`src/common/gpd_pkg.sv`:
```
// Package: register map, drive codes and carrier types for the GPIO drive block
package gpd_pkg;

    // ------------------------------------------------------------------
    // Register offsets
    // ------------------------------------------------------------------
    localparam logic [7:0] ADDR_PORT_A_PIN_LEVELS    = 8'h00;
    localparam logic [7:0] ADDR_PORT_B_PIN_LEVELS    = 8'h01;
    localparam logic [7:0] ADDR_PORT_A_DRIVE_SEL_LO  = 8'h0a;
    localparam logic [7:0] ADDR_PORT_A_DRIVE_SEL_HI  = 8'h0b;
    localparam logic [7:0] ADDR_PORT_B_DRIVE_SEL_LO  = 8'h0c;
    localparam logic [7:0] ADDR_PORT_B_DRIVE_SEL_HI  = 8'h0d;

    // ------------------------------------------------------------------
    // Widths, reset values, field layout
    // ------------------------------------------------------------------
    localparam int         PORT_WIDTH     = 8;
    localparam int         ADDR_WIDTH     = 8;
    localparam logic [7:0] REG_RESET      = 8'h00;
    localparam int         PORT_B_MIN_PINS = 2;   // Pins 1:0 always bonded

    // Sink strength codes
    localparam logic [1:0] SINK_OFF    = 2'h0;
    localparam logic [1:0] SINK_LOW    = 2'h1;   // About 2 mA
    localparam logic [1:0] SINK_MEDIUM = 2'h2;   // About 8 mA
    localparam logic [1:0] SINK_HIGH   = 2'h3;   // About 50 mA

    // Pad controls for one pin
    typedef struct packed {
        logic       sink_en;
        logic [1:0] sink_strength;
        logic       source_en;
        logic       pullup_en;
    } gpd_pad_ctrl_type;

    // Register bus request
    typedef struct packed {
        logic [ADDR_WIDTH-1:0] addr;
        logic [PORT_WIDTH-1:0] wdata;
        logic                  wr;
        logic                  rd;
    } gpd_bus_req_type;

endpackage

```
`src/gpd_pin_decode.sv`:
```
// Per-pin decoder from data and drive-select bits to registered pad controls
`timescale 1ns/1ps
`default_nettype none

module gpd_pin_decode
    import gpd_pkg::*;
(
    input  wire logic                      clock_i,
    input  wire logic                      rst_n_i,
    input  wire logic                      clk_en_i,
    input  wire logic                      data_i,
    input  wire logic                      first_drive_select_i,
    input  wire logic                      second_drive_select_i,
    output gpd_pkg::gpd_pad_ctrl_type      pad_o
);
    import gpd_pkg::*;

    gpd_pad_ctrl_type pad_ff;
    gpd_pad_ctrl_type nxt_pad;

    // ------------------------------------------------------------------
    // Decode of the three configuration bits
    // ------------------------------------------------------------------
    // Each branch enables one device only, so contention is impossible
    always_comb begin
        nxt_pad = '0;
        case ({first_drive_select_i, second_drive_select_i, data_i})
            3'h2: begin
                nxt_pad.sink_en       = 1'b1;
                nxt_pad.sink_strength = SINK_LOW;
            end
            3'h4: begin
                nxt_pad.sink_en       = 1'b1;
                nxt_pad.sink_strength = SINK_MEDIUM;
            end
            3'h6: begin
                nxt_pad.sink_en       = 1'b1;
                nxt_pad.sink_strength = SINK_HIGH;
            end
            3'h5, 3'h7: nxt_pad.source_en = 1'b1;
            3'h3: nxt_pad.pullup_en = 1'b1;
            default: nxt_pad = '0;
        endcase
    end

    // Registered so pads never see decode glitches
    always_ff @(posedge clock_i or negedge rst_n_i) begin
        if (!rst_n_i) begin
            pad_ff <= '0;
        end else if (clk_en_i) begin
            pad_ff <= nxt_pad;
        end
    end

    assign pad_o = pad_ff;
endmodule

`default_nettype wire

```
`src/gpd_gpio_top.sv`:
```
// Two 8-bit GPIO ports with per-pin drive configuration and register port
//
// Contract
// - Data register per port at 0x00, 0x01
// - Write-only first drive select at 0x0a/0x0c
// - Write-only second drive select at 0x0b/0x0d
// - Pin drive from data and both selects
// - Reset clears all registers, pins high-impedance
// - Both selects zero: all off, read pin
// - Second only, data zero: weak sink
// - First only, data zero: medium sink
// - Both selects, data zero: strongest sink
// - First select, data one: source only
// - Second port pins 7:2 optional
// - Every reset makes pins high-impedance
`timescale 1ns/1ps
`default_nettype none

module gpd_gpio_top
    import gpd_pkg::*;
#(
    parameter int PORT_B_PINS = 8
) (
    input  wire logic                                clock_i,
    input  wire logic                                rst_n_i,
    input  wire logic                                clk_en_i,
    input  wire gpd_pkg::gpd_bus_req_type            bus_i,
    output logic [gpd_pkg::PORT_WIDTH-1:0]           rdata_o,
    input  wire logic [gpd_pkg::PORT_WIDTH-1:0]      first_port_pins_i,
    input  wire logic [gpd_pkg::PORT_WIDTH-1:0]      second_port_pins_i,
    output gpd_pkg::gpd_pad_ctrl_type [gpd_pkg::PORT_WIDTH-1:0] first_port_pad_o,
    output gpd_pkg::gpd_pad_ctrl_type [gpd_pkg::PORT_WIDTH-1:0] second_port_pad_o
);
    import gpd_pkg::*;

    // ------------------------------------------------------------------
    // Storage
    // ------------------------------------------------------------------
    logic [PORT_WIDTH-1:0] port_a_pin_levels_ff;
    logic [PORT_WIDTH-1:0] port_b_pin_levels_ff;
    logic [PORT_WIDTH-1:0] port_a_drive_sel_lo_ff;
    logic [PORT_WIDTH-1:0] port_a_drive_sel_hi_ff;
    logic [PORT_WIDTH-1:0] port_b_drive_sel_lo_ff;
    logic [PORT_WIDTH-1:0] port_b_drive_sel_hi_ff;
    logic [PORT_WIDTH-1:0] sync_a_meta_ff;
    logic [PORT_WIDTH-1:0] sync_a_ff;
    logic [PORT_WIDTH-1:0] sync_b_meta_ff;
    logic [PORT_WIDTH-1:0] sync_b_ff;
    logic [PORT_WIDTH-1:0] rdata_ff;
    logic [PORT_WIDTH-1:0] nxt_rdata;
    logic [PORT_WIDTH-1:0] port_b_mask;

    // Pins beyond the bonded count are forced inert on smaller packages
    always_comb begin
        for (int i = 0; i < PORT_WIDTH; i++) begin
            port_b_mask[i] = (i < PORT_B_PINS) || (i < PORT_B_MIN_PINS);
        end
    end

    // Address match helper, used by every register write
    function automatic logic hit(input gpd_bus_req_type req, input logic [ADDR_WIDTH-1:0] a);
        hit = req.wr && (req.addr == a);
    endfunction

    // ------------------------------------------------------------------
    // Two-stage pin synchroniser
    // ------------------------------------------------------------------
    // First stage feeds only the second, to contain metastability
    always_ff @(posedge clock_i or negedge rst_n_i) begin
        if (!rst_n_i) begin
            sync_a_meta_ff <= REG_RESET;
            sync_a_ff      <= REG_RESET;
            sync_b_meta_ff <= REG_RESET;
            sync_b_ff      <= REG_RESET;
        end else if (clk_en_i) begin
            sync_a_meta_ff <= first_port_pins_i;
            sync_a_ff      <= sync_a_meta_ff;
            sync_b_meta_ff <= second_port_pins_i;
            sync_b_ff      <= sync_b_meta_ff;
        end
    end

    // ------------------------------------------------------------------
    // Data registers
    // ------------------------------------------------------------------
    always_ff @(posedge clock_i or negedge rst_n_i) begin
        if (!rst_n_i) begin
            port_a_pin_levels_ff <= REG_RESET;
            port_b_pin_levels_ff <= REG_RESET;
        end else if (clk_en_i) begin
            if (hit(bus_i, ADDR_PORT_A_PIN_LEVELS)) begin
                port_a_pin_levels_ff <= bus_i.wdata;
            end
            if (hit(bus_i, ADDR_PORT_B_PIN_LEVELS)) begin
                port_b_pin_levels_ff <= bus_i.wdata & port_b_mask;
            end
        end
    end

    // ------------------------------------------------------------------
    // Drive-select registers, write only
    // ------------------------------------------------------------------
    always_ff @(posedge clock_i or negedge rst_n_i) begin
        if (!rst_n_i) begin
            port_a_drive_sel_lo_ff <= REG_RESET;
            port_a_drive_sel_hi_ff <= REG_RESET;
            port_b_drive_sel_lo_ff <= REG_RESET;
            port_b_drive_sel_hi_ff <= REG_RESET;
        end else if (clk_en_i) begin
            if (hit(bus_i, ADDR_PORT_A_DRIVE_SEL_LO)) begin
                port_a_drive_sel_lo_ff <= bus_i.wdata;
            end
            if (hit(bus_i, ADDR_PORT_B_DRIVE_SEL_LO)) begin
                port_b_drive_sel_lo_ff <= bus_i.wdata & port_b_mask;
            end
            if (hit(bus_i, ADDR_PORT_A_DRIVE_SEL_HI)) begin
                port_a_drive_sel_hi_ff <= bus_i.wdata;
            end
            if (hit(bus_i, ADDR_PORT_B_DRIVE_SEL_HI)) begin
                port_b_drive_sel_hi_ff <= bus_i.wdata & port_b_mask;
            end
        end
    end

    // ------------------------------------------------------------------
    // Read path
    // ------------------------------------------------------------------
    // Undriven pins show the pad level, driven pins the stored bit
    always_comb begin
        nxt_rdata = '0;
        case (bus_i.addr)
            ADDR_PORT_A_PIN_LEVELS: begin
                nxt_rdata = ((port_a_drive_sel_lo_ff | port_a_drive_sel_hi_ff) & port_a_pin_levels_ff)
                          | (~(port_a_drive_sel_lo_ff | port_a_drive_sel_hi_ff) & sync_a_ff);
            end
            ADDR_PORT_B_PIN_LEVELS: begin
                nxt_rdata = (((port_b_drive_sel_lo_ff | port_b_drive_sel_hi_ff) & port_b_pin_levels_ff)
                          | (~(port_b_drive_sel_lo_ff | port_b_drive_sel_hi_ff) & sync_b_ff))
                          & port_b_mask;
            end
            default: nxt_rdata = '0;  // Write-only and unmapped read zero
        endcase
    end

    always_ff @(posedge clock_i or negedge rst_n_i) begin
        if (!rst_n_i) begin
            rdata_ff <= REG_RESET;
        end else if (clk_en_i) begin
            rdata_ff <= bus_i.rd ? nxt_rdata : REG_RESET;
        end
    end

    assign rdata_o = rdata_ff;

    // ------------------------------------------------------------------
    // Per-pin decoders
    // ------------------------------------------------------------------
    // Open drain needs no mode here: software toggles first select
    for (genvar g = 0; g < PORT_WIDTH; g++) begin : g_pin
        gpd_pin_decode u_dec_a (
            .clock_i               (clock_i),
            .rst_n_i               (rst_n_i),
            .clk_en_i              (clk_en_i),
            .data_i                (port_a_pin_levels_ff[g]),
            .first_drive_select_i  (port_a_drive_sel_lo_ff[g]),
            .second_drive_select_i (port_a_drive_sel_hi_ff[g]),
            .pad_o                 (first_port_pad_o[g])
        );
        gpd_pin_decode u_dec_b (
            .clock_i               (clock_i),
            .rst_n_i               (rst_n_i),
            .clk_en_i              (clk_en_i),
            .data_i                (port_b_pin_levels_ff[g]),
            .first_drive_select_i  (port_b_drive_sel_lo_ff[g]),
            .second_drive_select_i (port_b_drive_sel_hi_ff[g]),
            .pad_o                 (second_port_pad_o[g])
        );
    end
endmodule

`default_nettype wire

```
`config.mk`:
```
export PLATFORM = sky130hd
export DESIGN_NAME = gpd_gpio_top
export DESIGN_NICKNAME = d
export VERILOG_FILES = /design/src/common/gpd_pkg.sv /design/src/gpd_pin_decode.sv /design/src/gpd_gpio_top.sv
export SDC_FILE = /design/constraint.sdc
export NUM_CORES = 1
export LEC_CHECK = 0
export ABC_CLOCK_PERIOD_IN_PS = 1650
export BUFFER_PORTS_ARGS = -buffer_cell sky130_fd_sc_hd__buf_2
export CAP_MARGIN = 20
export CORE_AREA = 8 8 128 130
export CTS_CLUSTER_SIZE = 40
export DETAILED_ROUTE_END_ITERATION = 12
export DIE_AREA = 0 0 136 138
export PLACE_DENSITY = 0.73
export SETUP_SLACK_MARGIN = 0.05
export SYNTH_ARGS = -nofsm -noshare
export SYNTH_HDL_FRONTEND = slang
export SYNTH_SLANG_ARGS = --single-unit
export TNS_END_PERCENT = 50
```
`constraint.sdc`:
```
create_clock -name clock_i -period 1.65 [get_ports clock_i]
set_input_delay 0.0825 -clock clock_i [delete_from_list [all_inputs] [get_ports clock_i]]
set_output_delay 0.0825 -clock clock_i [all_outputs]
set_load 0.05 [all_outputs]
```
==> summary.txt <==
Status
  – Status: finished clean

Yosys
  – EDFF count, synth: 0
  – Async set or reset register ratio after synthesis: 100%
  – Cell types with the largest area share after synthesis: dfrtp_1 60%, mux2_2 15%, o21ai_0 4.6%, inv_1 3.9%, nand3b_1 3.4%
  – Yosys warning count: 0
  – Dominant cell by count in the synthesized netlist: dfrtp_1
  – Flip-flop cell with the highest count after synthesis: dfrtp_1
  – Leading area contributor after synthesis: dfrtp_1
  – Post-Synthesis Cells: 569
  – Synthesized cell area: 6980 um^2
  – Share of the synthesized area in the top cell type: 60.2%
  – Net count after synthesis: 606
  – Number of distinct library cells after synthesis: 27
  – Sequential fraction of the synthesis area: 60.2%
  – Most frequent cells after synthesis: 168 x dfrtp_1, 94 x mux2_2, 72 x inv_1
  – Syn Area/Cell: 12.3 um^2
  – FF+latch count, synth: 168

Clock network
  – TritonCTS clock tree: built
  – Number of CTS-inserted buffers: 17
  – Setup Fix Bufs, Post-CTS: 0
  – Clock sink total: 168
  – CTS clk-pin slew, worst paths: 70 ps
  – H-tree levels: 4
  – Cell at the root of the clock tree: clkbuf_16
  – Worst skew pair latency: 430 ps
  – Max Buffers Root-to-Sink: 2

Placed design
  – HPWL after DPL: 11,500 um
  – Port Buf Inserts: 124
  – Gpl congestion: 0.750
  – Cell count after placement: 863

GRT
  – Antenna violations before repair: 0
  – Global-route usage over all layers: 18.4%
  – Maximum number of pins on one net before global-route repair: 148
  – Global-route wire length before repair: 27,200 um
  – Number of global-route vias before repair: 5,182
  – Remaining global-route overflow: 0

Timing
  – Number of pins with negative max-slew slack in the final report: 0
  – Fmax: 0.744 GHz
  – Final period utilization: 81.5%
  – Transition at the pin with the smallest max-transition slack: 591 ps
  – Slew Limit Headroom: 60.6%
  – Endpoints failing setup: 0
  – Unrepaired setup endpoints after global routing: no
  – Endpoints failing hold: 0
  – Post-Route Skew: 9.35 ps
  – Final-layout setup total negative slack: 0 ps
  – Shortest clock period the worst path allows after layout: 1340 ps

Finish
  – Nets: 760
  – Growth of design area from synthesis to finish: 25.5%
  – Number of standard cells in the layout, taps in and fillers out: 920
  – Post-route core utilization: 61.2%
  – Final antenna diode count: 0
  – Share of cells above drive strength 1: 36.7%

Die
  – Die area: 18,800 um^2
  – Chip width: 136 um
  – Row cnt: 44
  – Top-Level Pins: 125
  – DIE HEIGHT: 138 um
  – Core region area: 14,300 um^2
  – Initial Util: 48.8%

Routing
  – Antenna-violating nets left: 0
  – Iteration-0 DRC count of the detailed router: 329
  – Detailed Routing Iterations Pass 1: 5
  – Count of unresolved DRC violations after routing: 0
  – Detailed-route vias per instance: 5.27
  – Via count: 4,849
  – Overall routed net length: 16,500 um
  – Average wire length per cell after detail routing: 18.0 um

Worst setup path
  – Arrival time of the worst setup path: 1650 ps
  – Crit path required time: 1960 ps
  – Startpoint Class: input port
  – Worst-path fanout max: 8
  – Type of element capturing the critical path: flop
  – Category of the most critical setup path: input port to flop

Power and ir drop
  – Pwr per Cell Area: 1070 nW/um^2
  – Worst supply voltage drop on vdd: 0.729 mV
  – Static leakage: 4.34 nW

Min path
  – Path class of the lowest-slack min-delay path: input port to asynchronous set/reset pin

Run
  – Maximum Capacitance Violations: 0
## worst max-delay path, stage by stage
cell      delay [ps]
buf_2            100
or4_4            570
nor2_4           110
and4bb_2         410
mux2_2           380
## where the power goes
group | switching, W | leakage, nW | internal [W] | total [W]
Clock | 0.00168 | 0.289 | 0.00243 | 0.00411
Combinational | 0.000499 | 1.79 | 0.000334 | 0.000833
Sequential | 0.000136 | 2.27 | 0.00430 | 0.00443
Total | 0.00231 | 4.34 | 0.00706 | 0.00937
## metal layers
metal / vias to the layer above / wire length (um) / GRT usage, %
met5: - / 0 / 0
met4: 0 / 280 / 7.63
met2: 131 / 8490 / 29.9
met1: 2423 / 6820 / 22.5
li1: 2266 / - / -
met3: 29 / 949 / 4.78
## what timing repair did
item | in CTS | in global routing
endpoints found under the hold margin | 232 | 0
endpoints found under the setup margin | 0 | 0
hold buffers | 25 | 0
gates resized for setup | 0 | 0
## cells in the final DEF, fill, tap and decap left out, types with 2 or more instances in the layout
| cell | netlist | routed |
|---|---|---|
| o22a_1 | 8 | 8 |
| bufinv_16 | 0 | 3 |
| inv_6 | 0 | 2 |
| nand3_1 | 18 | 18 |
| clkinv_4 | 0 | 3 |
| dfrtp_1 | 168 | 168 |
| clkbuf_16 | 0 | 17 |
| dlygate4sd3_1 | 0 | 25 |
| mux2i_1 | 16 | 16 |
| nor2_1 | 33 | 33 |
| mux2_1 | 2 | 2 |
| o22ai_1 | 8 | 8 |
| buf_4 | 0 | 4 |
| o21ai_0 | 64 | 64 |
| buf_6 | 1 | 2 |
| buf_12 | 0 | 6 |
| mux2_2 | 94 | 94 |
| nand2_2 | 2 | 2 |
| nand4b_1 | 16 | 16 |
| buf_2 | 0 | 122 |
| inv_1 | 72 | 72 |
| clkinvlp_4 | 0 | 4 |
| nand3b_1 | 32 | 32 |
| nand3_2 | 2 | 2 |
| clkinv_2 | 0 | 2 |
## state kept, by name, summed over array words and instances, names as in the netlist
name                    count
g_pin.u_dec_a.pad_o        40
g_pin.u_dec_b.pad_o        40
port_a_drive_sel_hi_ff      8
port_a_drive_sel_lo_ff      8
port_a_pin_levels_ff        8
port_b_drive_sel_hi_ff      8
port_b_drive_sel_lo_ff      8
port_b_pin_levels_ff        8
rdata_o                     8
sync_a_ff                   8
sync_a_meta_ff              8
sync_b_ff                   8
sync_b_meta_ff              8
## kinds of logic (layout without fill, tap and decap cells)
logic type	after synthesis	count (layout)	synth area share, %
AOI/OAI and AO/OA	80	80	6.31
DFF	168	168	60.2
and+or+nand+nor	113	113	10.4
buffers and inverters	96	263	5.27
muxes	112	112	17.8
## per-stage QoR
step	hold WS, ps	cell area (um^2)	power (W)	setup WS [ps]
2_1_floorplan	-213	6980	0.00497	57.5
6_report	84.0	8760	0.00937	306
3_5_place_dp	-36.8	7900	0.00530	-125
4_1_cts	63.3	8760	0.00947	328
3_3_place_gp	-39.6	7900	0.00526	-87.1
5_1_grt	92.7	8760	0.00973	294
## area by class of cell
| cell class | count | area (um^2) |
|---|---|---|
| fill | 1177 | 5560 |
| clock inverter | 14 | 174 |
| inverter | 72 | 270 |
| tap | 184 | 230 |
| sequential | 168 | 4200 |
| multi-input combinational | 305 | 2410 |
| timing repair buffer | 159 | 1030 |
| clock buffer | 18 | 439 |
## path summary, 6_finish.rpt
kind / startpoint / endpoint / slack [ps] / cells past startpoint
max in group asynchronous: rst_n_i / g_pin[3].u_dec_b.pad_o[3] / 880 / 3
worst max-delay path: bus_i[15] / port_a_drive_sel_lo_ff[1] / 310 / 5
min in group clock_i: bus_i[0] / rdata_o[6] / 130 / 4
worst min-delay path: rst_n_i / port_b_drive_sel_lo_ff[6] / 80 / 2
worst min register to register: sync_a_meta_ff[7] / sync_a_ff[7] / 500 / 1
worst max register to register: port_a_drive_sel_lo_ff[5] / rdata_o[5] / 400 / 4
Note: power is estimated with default switching activity, not from simulation.
